[src/core/dcp_pkg.sv]
/*
  Constants shared by the two-channel PWM block: register indices,
  field positions, widths and reset values.
  Assumes a Wishbone byte address; a register index is addr / 4.
*/
package dcp_pkg;
  // ==========================================================
  // Widths
  // ==========================================================
  localparam int DCP_TW = 10;
  localparam int DCP_PSW = 3;
  localparam int DCP_DPW = 2;
  localparam int DCP_HIW = 2;
  localparam int DCP_IDX_LO = 2;
  localparam int DCP_IDX_HI = 7;
  localparam logic [7:0] DCP_RST8 = 8'h00;
  localparam logic [9:0] DCP_RST10 = 10'h000;
  localparam logic [3:0] DCP_RST4 = 4'h0;
  // ==========================================================
  // Register indices
  // ==========================================================
  localparam logic [7:0] IX_DTC = 8'h14;
  localparam logic [7:0] IX_DTV = 8'h15;
  localparam logic [7:0] IX_OSEL = 8'h16;
  localparam logic [7:0] IX_ACR = 8'h17;
  localparam logic [7:0] IX_APL = 8'h18;
  localparam logic [7:0] IX_APH = 8'h19;
  localparam logic [7:0] IX_ADL = 8'h1A;
  localparam logic [7:0] IX_ADH = 8'h1B;
  localparam logic [7:0] IX_ACL = 8'h1C;
  localparam logic [7:0] IX_ACH = 8'h1D;
  localparam logic [7:0] IX_BCR = 8'h1E;
  localparam logic [7:0] IX_BPL = 8'h1F;
  localparam logic [7:0] IX_BPH = 8'h20;
  localparam logic [7:0] IX_BDL = 8'h21;
  localparam logic [7:0] IX_BDH = 8'h22;
  localparam logic [7:0] IX_BCL = 8'h23;
  localparam logic [7:0] IX_BCH = 8'h24;
  localparam logic [7:0] IX_FLG = 8'h25;
  localparam logic [7:0] IX_CLR = 8'h26;
  localparam logic [7:0] IX_MSK = 8'h27;
  // ==========================================================
  // Fields
  // ==========================================================
  localparam int CR_TEN = 7;
  localparam int CR_IEN = 6;
  localparam int CR_TLV = 5;
  localparam int CR_ILV = 4;
  localparam int CR_RUN = 3;
  localparam int DT_BE = 3;
  localparam int DT_AE = 2;
  localparam int FL_AD = 0;
  localparam int FL_AP = 1;
  localparam int FL_BD = 2;
  localparam int FL_BP = 3;
  localparam logic [7:0] DCP_DTC_MASK = 8'h0F;
  localparam logic [7:0] DCP_OSEL_MASK = 8'h13;
endpackage

[src/core/dcp_channel.sv]
/*
  One PWM channel: ten-bit timer, duty latch, dead time and the
  true and inverted output stages with enables and active levels.
  Assumes tick_i and dtick_i are one-cycle enables from prescalers.
*/
module dcp_channel
  import dcp_pkg::*;
(
  input wire logic clk_i, // system clock
  input wire logic rst_i, // sync reset, high
  input wire logic tick_i, // timer increment enable
  input wire logic dtick_i, // dead-time count enable
  input wire logic run_i, // channel timer enable
  input wire logic [dcp_pkg::DCP_TW-1:0] prd_i, // period value
  input wire logic [dcp_pkg::DCP_TW-1:0] dty_i, // duty value
  input wire logic dead_en_i, // dead time on
  input wire logic [7:0] dead_i, // dead interval
  input wire logic ten_i, // true output enable
  input wire logic ien_i, // inverted output enable
  input wire logic tlv_i, // true output active level
  input wire logic ilv_i, // inverted output active level
  output logic [dcp_pkg::DCP_TW-1:0] cnt_o, // timer count
  output logic pev_o, // period match pulse
  output logic dev_o, // duty match pulse
  output logic pwm_o, // true output pin
  output logic pwm_n_o // inverted output pin
);
  typedef struct packed {
    logic [DCP_TW-1:0] cnt;
    logic [DCP_TW-1:0] dl;
    logic raw;
    logic [7:0] dcnt;
    logic pev;
    logic dev;
    logic po;
    logic pno;
  } dcp_chan_t;
  dcp_chan_t s_q, s_d;
  logic dz;
  logic tact;
  logic iact;
  logic wrap;

  // ==========================================================
  // Timer, duty latch and raw waveform
  // ==========================================================
  assign wrap = tick_i && run_i && (s_q.cnt == prd_i);
  assign dz = !dead_en_i || (s_q.dcnt == DCP_RST8);
  assign tact = s_q.raw && dz;
  assign iact = !s_q.raw && dz;

  always_comb begin
    s_d = s_q;
    s_d.pev = 1'b0;
    s_d.dev = 1'b0;
    if (tick_i && run_i) begin
      if (wrap) begin
        s_d.cnt = DCP_RST10;
        s_d.dl = dty_i;
        s_d.raw = (dty_i != DCP_RST10);
        s_d.pev = 1'b1;
      end else begin
        s_d.cnt = s_q.cnt + 1'b1;
        if (s_d.cnt == s_q.dl && s_q.raw) begin
          s_d.raw = 1'b0;
          s_d.dev = 1'b1;
        end
      end
    end
    if (s_d.raw != s_q.raw) begin
      s_d.dcnt = dead_i;
    end else if (dtick_i && s_q.dcnt != DCP_RST8) begin
      s_d.dcnt = s_q.dcnt - 1'b1;
    end
    s_d.po = ten_i && (tlv_i ? tact : !tact);
    s_d.pno = ien_i && (ilv_i ? iact : !iact);
  end

  always_ff @(posedge clk_i) begin
    if (rst_i) begin
      s_q <= '0;
    end else begin
      s_q <= s_d;
    end
  end

  assign cnt_o = s_q.cnt;
  assign pev_o = s_q.pev;
  assign dev_o = s_q.dev;
  assign pwm_o = s_q.po;
  assign pwm_n_o = s_q.pno;

  // ==========================================================
  // Checks
  // ==========================================================
  a_wrap_clear: assert property (
    @(posedge clk_i) disable iff (rst_i)
    wrap |=> (s_q.cnt == DCP_RST10) && s_q.pev)
    else $error("timer did not clear on period match");
  a_duty_latch: assert property (
    @(posedge clk_i) disable iff (rst_i)
    wrap |=> s_q.dl == $past(dty_i))
    else $error("duty not latched at timer clear");
  a_timer_hold: assert property (
    @(posedge clk_i) disable iff (rst_i)
    !run_i |=> s_q.cnt == $past(s_q.cnt))
    else $error("stopped timer moved");
  // With dead time on and a nonzero dead interval, right after a raw edge neither phase may be active yet.
  a_no_overlap: assert property (
    @(posedge clk_i) disable iff (rst_i)
    dead_en_i && $past(dead_i) != DCP_RST8 && $changed(s_q.raw)
    |-> !tact && !iact)
    else $error("complementary phases overlap");
  a_off_low: assert property (
    @(posedge clk_i) disable iff (rst_i)
    !ten_i |=> !pwm_o)
    else $error("disabled true output driven");
  a_pol_true: assert property (
    @(posedge clk_i) disable iff (rst_i)
    ten_i && !dead_en_i |=> pwm_o == ($past(s_q.raw) ~^ $past(tlv_i)))
    else $error("true output polarity wrong");
endmodule

[src/core/dcp_presc.sv]
/*
  Clock prescaler: one-cycle tick every 2**sel clocks while enabled.
  Assumes a single clock; the count restarts whenever it is disabled.
*/
module dcp_presc #(
  parameter int W = 3
) (
  input wire logic clk_i, // system clock
  input wire logic rst_i, // sync reset, high
  input wire logic en_i, // run the divider
  input wire logic [W-1:0] sel_i, // divide by 2**sel
  output logic tick_o // one-cycle enable
);
  import dcp_pkg::*;
  localparam int CW = (1 << W) - 1;
  typedef struct packed {
    logic [CW-1:0] cnt;
  } dcp_presc_t;
  dcp_presc_t s_q, s_d;
  logic [CW-1:0] m;

  always_comb begin
    for (int i = 0; i < CW; i++) begin
      m[i] = (i < int'(sel_i));
    end
    s_d = s_q;
    if (!en_i) begin
      s_d.cnt = '0;
    end else begin
      s_d.cnt = s_q.cnt + 1'b1;
    end
  end

  assign tick_o = en_i && ((s_q.cnt & m) == m);

  always_ff @(posedge clk_i) begin
    if (rst_i) begin
      s_q <= '0;
    end else begin
      s_q <= s_d;
    end
  end
endmodule

[src/core/dcp_top.sv]
/*
  Two-channel PWM with complementary outputs behind a classic
  Wishbone slave; registers sit one per word at byte address 4*index.
  Assumes one 25 MHz clock, synchronous reset and a single-cycle
  Wishbone master that holds its request until ack.
*/
// The Wishbone slave port was chosen for this implementation.
// Notes on behaviour
// - Each channel counts, compares and holds period and duty in ten bits split as low byte and two-bit high part.
// - The output is high from the start of each period until the latched duty point.
// - True and inverted outputs each have an enable and share one period and duty.
// - Each output follows its own active-level bit.
// - At period match the next increment clears the timer, sets the output unless duty is zero and raises the period flag.
// - Duty may be written any time and is copied into the latch when the timer clears; a latch match clears the output.
// - A cleared timer enable stops the timer, which software cannot load.
// - With dead time on, the complementary active phases are separated by the dead interval.
module dcp_top
  import dcp_pkg::*;
(
  input wire logic clk_i, // system clock
  input wire logic rst_i, // sync reset, high
  input wire logic wb_cyc_i, // bus cycle
  input wire logic wb_stb_i, // strobe
  input wire logic wb_we_i, // write enable
  input wire logic [7:0] wb_adr_i, // byte address
  input wire logic [3:0] wb_sel_i, // byte lanes
  input wire logic [31:0] wb_dat_i, // write data
  output logic [31:0] wb_dat_o, // read data
  output logic wb_ack_o, // acknowledge
  output logic irq_o, // level interrupt
  output logic pwm_a_o, // channel A true
  output logic pwm_a_n_o, // channel A inverted
  output logic pwm_b_o, // channel B true
  output logic pwm_b_n_o // channel B inverted
);
  typedef struct packed {
    logic [7:0] dtc;
    logic [7:0] dtv;
    logic [7:0] osel;
    logic [7:0] acr;
    logic [7:0] bcr;
    logic [DCP_TW-1:0] aprd;
    logic [DCP_TW-1:0] adty;
    logic [DCP_TW-1:0] bprd;
    logic [DCP_TW-1:0] bdty;
    logic [3:0] flg;
    logic [3:0] msk;
    logic ack;
    logic [7:0] rdat;
  } dcp_regs_t;
  dcp_regs_t s_q, s_d;

  logic req;
  logic wr;
  logic [7:0] idx;
  logic [7:0] wd;
  logic [3:0] clr;
  logic [3:0] ev;
  logic ta_tick;
  logic tb_tick;
  logic d_tick;
  logic [DCP_TW-1:0] a_cnt;
  logic [DCP_TW-1:0] b_cnt;
  logic a_pev;
  logic a_dev;
  logic b_pev;
  logic b_dev;

  // ==========================================================
  // Prescalers
  // ==========================================================
  // timer clock division.
  dcp_presc #(.W(DCP_PSW)) u_pa (
    .clk_i(clk_i),
    .rst_i(rst_i),
    .en_i(s_q.acr[CR_RUN]),
    .sel_i(s_q.acr[DCP_PSW-1:0]),
    .tick_o(ta_tick)
  );

  dcp_presc #(.W(DCP_PSW)) u_pb (
    .clk_i(clk_i),
    .rst_i(rst_i),
    .en_i(s_q.bcr[CR_RUN]),
    .sel_i(s_q.bcr[DCP_PSW-1:0]),
    .tick_o(tb_tick)
  );

  // The dead-time divider runs free so both channels share it.
  dcp_presc #(.W(DCP_DPW)) u_pd (
    .clk_i(clk_i),
    .rst_i(rst_i),
    .en_i(1'b1),
    .sel_i(s_q.dtc[DCP_DPW-1:0]),
    .tick_o(d_tick)
  );

  // ==========================================================
  // Channels
  // ==========================================================
  dcp_channel u_cha (
    .clk_i(clk_i),
    .rst_i(rst_i),
    .tick_i(ta_tick),
    .dtick_i(d_tick),
    .run_i(s_q.acr[CR_RUN]),
    .prd_i(s_q.aprd),
    .dty_i(s_q.adty),
    .dead_en_i(s_q.dtc[DT_AE]),
    .dead_i(s_q.dtv),
    .ten_i(s_q.acr[CR_TEN]),
    .ien_i(s_q.acr[CR_IEN]),
    .tlv_i(s_q.acr[CR_TLV]),
    .ilv_i(s_q.acr[CR_ILV]),
    .cnt_o(a_cnt),
    .pev_o(a_pev),
    .dev_o(a_dev),
    .pwm_o(pwm_a_o),
    .pwm_n_o(pwm_a_n_o)
  );

  dcp_channel u_chb (
    .clk_i(clk_i),
    .rst_i(rst_i),
    .tick_i(tb_tick),
    .dtick_i(d_tick),
    .run_i(s_q.bcr[CR_RUN]),
    .prd_i(s_q.bprd),
    .dty_i(s_q.bdty),
    .dead_en_i(s_q.dtc[DT_BE]),
    .dead_i(s_q.dtv),
    .ten_i(s_q.bcr[CR_TEN]),
    .ien_i(s_q.bcr[CR_IEN]),
    .tlv_i(s_q.bcr[CR_TLV]),
    .ilv_i(s_q.bcr[CR_ILV]),
    .cnt_o(b_cnt),
    .pev_o(b_pev),
    .dev_o(b_dev),
    .pwm_o(pwm_b_o),
    .pwm_n_o(pwm_b_n_o)
  );

  // ==========================================================
  // Bus decode
  // ==========================================================
  // Only byte lane 0 carries data; a write without it is ignored.
  assign req = wb_cyc_i && wb_stb_i && !s_q.ack;
  assign wr = req && wb_we_i && wb_sel_i[0];
  assign idx = {2'b00, wb_adr_i[DCP_IDX_HI:DCP_IDX_LO]};
  assign wd = wb_dat_i[7:0];
  assign clr = (wr && idx == IX_CLR) ? wd[3:0] : DCP_RST4;
  assign ev = {b_pev, b_dev, a_pev, a_dev};

  always_comb begin
    s_d = s_q;
    s_d.ack = req;
    // Set wins over a clear in the same cycle.
    s_d.flg = (s_q.flg & ~clr) | ev;
    if (wr) begin
      case (idx)
        IX_DTC: s_d.dtc = wd & DCP_DTC_MASK;
        IX_DTV: s_d.dtv = wd;
        IX_OSEL: s_d.osel = wd & DCP_OSEL_MASK;
        IX_ACR: s_d.acr = wd;
        IX_BCR: s_d.bcr = wd;
        // period and duty split into two bytes.
        IX_APL: s_d.aprd[7:0] = wd;
        IX_APH: s_d.aprd[DCP_TW-1:8] = wd[DCP_HIW-1:0];
        IX_ADL: s_d.adty[7:0] = wd;
        IX_ADH: s_d.adty[DCP_TW-1:8] = wd[DCP_HIW-1:0];
        IX_BPL: s_d.bprd[7:0] = wd;
        IX_BPH: s_d.bprd[DCP_TW-1:8] = wd[DCP_HIW-1:0];
        IX_BDL: s_d.bdty[7:0] = wd;
        IX_BDH: s_d.bdty[DCP_TW-1:8] = wd[DCP_HIW-1:0];
        IX_MSK: s_d.msk = wd[3:0];
        default: s_d.msk = s_q.msk;
      endcase
    end
    s_d.rdat = DCP_RST8;
    if (req && !wb_we_i) begin
      case (idx)
        IX_DTC: s_d.rdat = s_q.dtc;
        IX_DTV: s_d.rdat = s_q.dtv;
        IX_OSEL: s_d.rdat = s_q.osel;
        IX_ACR: s_d.rdat = s_q.acr;
        IX_BCR: s_d.rdat = s_q.bcr;
        IX_APL: s_d.rdat = s_q.aprd[7:0];
        IX_APH: s_d.rdat = {6'h00, s_q.aprd[DCP_TW-1:8]};
        IX_ADL: s_d.rdat = s_q.adty[7:0];
        IX_ADH: s_d.rdat = {6'h00, s_q.adty[DCP_TW-1:8]};
        IX_BPL: s_d.rdat = s_q.bprd[7:0];
        IX_BPH: s_d.rdat = {6'h00, s_q.bprd[DCP_TW-1:8]};
        IX_BDL: s_d.rdat = s_q.bdty[7:0];
        IX_BDH: s_d.rdat = {6'h00, s_q.bdty[DCP_TW-1:8]};
        IX_ACL: s_d.rdat = a_cnt[7:0];
        IX_ACH: s_d.rdat = {6'h00, a_cnt[DCP_TW-1:8]};
        IX_BCL: s_d.rdat = b_cnt[7:0];
        IX_BCH: s_d.rdat = {6'h00, b_cnt[DCP_TW-1:8]};
        IX_FLG: s_d.rdat = {4'h0, s_q.flg};
        IX_MSK: s_d.rdat = {4'h0, s_q.msk};
        default: s_d.rdat = DCP_RST8;
      endcase
    end
  end

  always_ff @(posedge clk_i) begin
    if (rst_i) begin
      s_q <= '0;
    end else begin
      s_q <= s_d;
    end
  end

  assign wb_ack_o = s_q.ack;
  assign wb_dat_o = {24'h000000, s_q.rdat};
  assign irq_o = |(s_q.flg & s_q.msk);

  // ==========================================================
  // Checks
  // ==========================================================
  a_ack_answer: assert property (
    @(posedge clk_i) disable iff (rst_i)
    wb_cyc_i && wb_stb_i && !wb_ack_o |=> wb_ack_o)
    else $error("bus request not acknowledged next cycle");
  a_ack_pulse: assert property (
    @(posedge clk_i) disable iff (rst_i)
    wb_ack_o |=> !wb_ack_o)
    else $error("ack held longer than one cycle");
  // Read data must be zero whenever no answer stands on the bus.
  a_rdat_idle: assert property (
    @(posedge clk_i) disable iff (rst_i)
    !wb_ack_o |-> wb_dat_o == 32'h00000000)
    else $error("read data driven outside an answer");
  a_irq_level: assert property (
    @(posedge clk_i) disable iff (rst_i)
    a_pev && s_q.msk[FL_AP] |=> irq_o && s_q.flg[FL_AP])
    else $error("period event did not raise interrupt");
  a_irq_chan_b: assert property (
    @(posedge clk_i) disable iff (rst_i)
    b_pev && s_q.msk[FL_BP] |=> irq_o && s_q.flg[FL_BP])
    else $error("channel B period event did not raise interrupt");
  // A clear in the same cycle as the event must not win.
  a_duty_flag: assert property (
    @(posedge clk_i) disable iff (rst_i)
    a_dev |=> s_q.flg[FL_AD])
    else $error("duty match not flagged");
  a_flag_clear: assert property (
    @(posedge clk_i) disable iff (rst_i)
    wr && idx == IX_CLR && wd[FL_AP] && !a_pev |=> !s_q.flg[FL_AP])
    else $error("period flag survived its clear");
  a_prd_high: assert property (
    @(posedge clk_i) disable iff (rst_i)
    wr && idx == IX_BPH
    |=> s_q.bprd[DCP_TW-1:8] == $past(wd[DCP_HIW-1:0]))
    else $error("period high part not stored");
  a_count_ro: assert property (
    @(posedge clk_i) disable iff (rst_i)
    req && !wb_we_i && idx == IX_ACL |=> s_q.rdat == $past(a_cnt[7:0]))
    else $error("count readback wrong");
  a_count_nowr: assert property (
    @(posedge clk_i) disable iff (rst_i)
    wr && idx == IX_ACL && !s_q.acr[CR_RUN] |=> a_cnt == $past(a_cnt))
    else $error("count register took a write");
endmodule

[config.mk]
export PLATFORM = sky130hd
export DESIGN_NAME = dcp_top
export DESIGN_NICKNAME = d
export VERILOG_FILES = /design/src/core/dcp_pkg.sv /design/src/core/dcp_channel.sv /design/src/core/dcp_presc.sv /design/src/core/dcp_top.sv
export SDC_FILE = /design/constraint.sdc
export NUM_CORES = 1
export LEC_CHECK = 0
export BUFFER_PORTS_ARGS = -buffer_cell sky130_fd_sc_hd__buf_4
export CORE_MARGIN = 5
export CORE_UTILIZATION = 55
export CTS_CLUSTER_SIZE = 30
export DETAILED_ROUTE_END_ITERATION = 10
export GPL_TIMING_DRIVEN = 1
export PLACE_DENSITY = 0.75
export SETUP_SLACK_MARGIN = 0.3
export SYNTH_ARGS = -nofsm -noshare
export SYNTH_HDL_FRONTEND = slang
export SYNTH_SLANG_ARGS = --single-unit
[constraint.sdc]
create_clock -name clk_i -period 2.95 [get_ports clk_i]
set_clock_uncertainty 0.15 [all_clocks]
set_input_delay 0.7375 -clock clk_i [delete_from_list [all_inputs] [get_ports clk_i]]
set_output_delay 0.7375 -clock clk_i [all_outputs]
set_load 0.02 [all_outputs]
==> flow_metrics.py <==
metrics = {
    "critical_path": {
        "r2r-end": "u_chb.s_q[6]",
        "cp_data_arrival_time_ps": 2680,
        "rrSetupSlack_ps": 440,
        "cp_cell_sequence": "buf_4 -> xor2_1 -> nor4_1 -> nand4_1 -> nor4_2 -> a41oi_4 -> buf_12 -> mux2_4",
        "crit_path_end_kind": "flip-flop",
        "r2r_start": "u_chb.cnt_o[1]",
        "required_ps": 3120,
        "critPathMaxStageDelay_ps": 420,
        "crit_slowest_cell": "nor4_1",
        "reg2reg_depth": 8,
        "cp_max_fo": 8,
        "start_kind": "flip-flop",
        "critical_path_class": "flip-flop to flip-flop",
    },
    "pwr": {
        "ir_worst_vdd_mv": 0.432,
        "power.switching_w": 0.00111,
        "comb_power_share_pct": 3.8,
        "swShare_pct": 22.2,
        "total_leakage_power_nw": 3.93,
        "p_int_w": 0.00388,
        "powerDensity_mw_per_mm2": 483,
        "clock_power_share_pct": 49.8,
        "seqPwrFrac_pct": 46.4,
    },
    "routing": {
        "firstDrtPassIters": 10,
        "viasPerCell": 5.93,
        "routed_wl_um": 24500,
        "ant_nets": 0,
        "vias": 7683,
        "avgRoutedWirePerCell_um": 18.9,
        "route.detailed.drc": 0,
        "drt-initial-drc-count": 800,
    },
    "grt": {
        "antenna_found_initial": 0,
        "grt.total_usage_pct": 24.7,
        "grt_pass1_vias": 6997,
        "grt_max_degree": 138,
        "overflow": 0,
        "grt_first_pass_wirelength_um": 38300,
    },
    "clock_network": {
        "cts.clk_slew.worst_paths_ps": 70,
        "cts.sinks": 171,
        "tritoncts": "done",
        "cts.path.max_buffers": 2,
        "cts_htree_levels": 4,
        "numCtsBuffers": 17,
        "cts-root-buf": "clkbuf_16",
        "clk_latency_ps": 440,
    },
    "yosys": {
        "synth_area_leaders": "dfxtp_1 37%, mux2i_1 13%, nor2_1 7.0%",
        "netlist_area_mm2": 0.00919,
        "synth_top_area_share_pct": 37.3,
        "yosysWarningCount": 0,
        "netlist_instances": 1031,
        "yosysTopAreaCell": "dfxtp_1",
        "synth_edf_count": 0,
        "synth_cell_type_count": 77,
        "avgSynthCellArea_um2": 8.91,
        "ys_seq_area_share_pct": 37.3,
        "synth_seq_cells": 171,
        "async_flop_share_pct": 0,
        "synthFlopType": "dfxtp_1",
    },
    "run": {
        "maxCapViolations": 0,
    },
    "min_path": {
        "hold_path_end": "s_q[14]",
        "min_from": "u_cha.pev_o",
        "min_path_type": "flip-flop to flip-flop",
        "hold_depth": 2,
    },
    "timing": {
        "rsz0062_at_grt": "false",
        "min_period_over_period_pct": 85.0,
        "min_period_ps": 2510,
        "maxClockFrequency_mhz": 399,
        "slew_headroom_pct": 49.0,
        "fin_setup_tns_ps": 0,
        "finalSetupViolations": 0,
        "tightest_slew_ps": 759,
        "slew_viol_final": 0,
        "hold_viol_final": 0,
    },
    "place": {
        "dpl_cell_area_mm2": 0.00963,
        "port_buffers": 33,
        "gp_congestion": 0.949,
        "hpwl_um": 17400,
    },
    "floorplanning": {
        "die_h_um": 139,
        "die_w_um": 139,
        "coreArea_mm2": 0.0165,
        "pin_count": 87,
        "dieArea_mm2": 0.0194,
        "initial_utilization_pct": 55.8,
        "num_rows": 47,
    },
    "layout": {
        "final_layout_size_suffix_gt1_share_pct": 15.6,
        "utilization_pct": 62.8,
        "syn2layout_area_growth_pct": 12.6,
        "nets": 1121,
        "final_common_cell": "nor2_1",
        "nFillCells": 1388,
        "insertedDiodeCount": 0,
        "final_cell_mix": "171 x nor2_1, 166 x dfxtp_1, 115 x mux2i_1",
        "postLayoutCellArea_mm2": 0.0103,
    },
    "status": {
        "status": "finished clean",
    },
}
[metrics by stage]
step,worst slack (ps),hold slack (ps),std cells,total power [W]
2_1_floorplan,379,263,1054,0.00251
6_report,442,292,1295,0.00499
3_3_place_gp,256,273,1261,0.00255
3_5_place_dp,165,283,1261,0.00255
4_1_cts,325,299,1292,0.00501
5_1_grt,311,333,1295,0.00513
[power by group through the flow]
stage          Combinational [W]  Clock [W]  Sequential, W
2_1_floorplan           0.000144          0        0.00237
3_3_place_gp            0.000185          0        0.00237
3_5_place_dp            0.000186          0        0.00237
4_1_cts                 0.000187    0.00251        0.00232
5_1_grt                 0.000201    0.00261        0.00232
6_report                0.000192    0.00248        0.00232
[per-layer routing]
metal | track usage, % | up-vias | wire length (um)
met1 | 35.3 | 3635 | 11000
met3 | 4.94 | 54 | 1930
met5 | 0 | - | 0
met2 | 37.3 | 336 | 10900
li1 | - | 3658 | -
met4 | 8.91 | 0 | 695
[repair_timing]
item / CTS / global route
cloned: 0 / 0
hold endpoints to repair: 0 / 0
hold buffers: 0 / 0
endpoints found under the setup margin: 3 / 16
resized for setup: 2 / 8
buffers inserted: 0 / 3
pin swaps: 0 / 1
[Yosys cell counts (8+ instances only)]
cell type,instances
a21oi_1,45
a221oi_1,9
a22oi_1,12
a31oi_1,17
and3_1,16
buf_2,15
buf_4,40
clkbuf_1,30
dfxtp_1,171
ha_1,9
inv_1,22
mux2i_1,115
nand2_1,37
nand2b_1,8
nand3_1,22
nand3b_1,10
nor2_1,171
nor2b_1,12
nor3_1,19
nor4_1,14
o21ai_0,36
or3_1,10
xnor2_1,40
xor2_1,27
[state kept, by name, indices dropped and copies added (netlist names), 7 cells and up]
register,flops
s_q,79
u_chb.s_q,19
u_chb.cnt_o,10
u_cha.s_q,19
u_pa.s_q,7
u_cha.cnt_o,10
u_pb.s_q,7
wb_dat_o,8
[cells by family (layout without fill, tap and decap cells)]
logic type | Yosys count | count (layout) | share of synthesized area, %
and+or+nand+nor | 377 | 377 | 22.0
DFF | 171 | 171 | 37.3
xor gates and xnor gates | 67 | 67 | 6.39
adders and majority gates | 9 | 9 | 1.23
buffers and inverters | 117 | 138 | 6.86
AOI/OAI and AO/OA | 165 | 165 | 12.4
muxes | 124 | 124 | 13.8
other | 1 | 24 | 0.0408
[how the worst max path moves through the flow]
stage / start / endpoint / depth (start not counted)
6_report: u_chb.cnt_o[1] / u_chb.s_q[6] / 8
5_1_grt: u_chb.cnt_o[5] / u_chb.s_q[6] / 7
4_1_cts: u_chb.cnt_o[5] / u_chb.s_q[7] / 6
2_1_floorplan: wb_adr_i[5] / s_q[19] / 7
3_3_place_gp: wb_adr_i[5] / s_q[26] / 7
3_5_place_dp: wb_adr_i[5] / s_q[25] / 7
[layout make-up]
| cell class | count | area (um2) | area share (%) |
|---|---|---|---|
| Multi-Input combinational cell | 766 | 5240 | 50.6 |
| Timing Repair Buffer | 84 | 659 | 6.38 |
| Tap cell | 220 | 275 | 2.66 |
| Inverter | 23 | 86.3 | 0.835 |
| Sequential cell | 171 | 3430 | 33.2 |
| Clock buffer | 18 | 439 | 4.25 |
| Clock inverter | 13 | 215 | 2.08 |
[worst max-delay path, delay by kind of cell (launching register included)]
family,cells,cell delay (ps)
xor gates and xnor gates,1,160
AOI/OAI and AO/OA,1,60
DFF,1,310
muxes,1,280
buffers and inverters,2,330
and+or+nand+nor,3,1090
No activity file was read; power rests on OpenSTA's default activity.
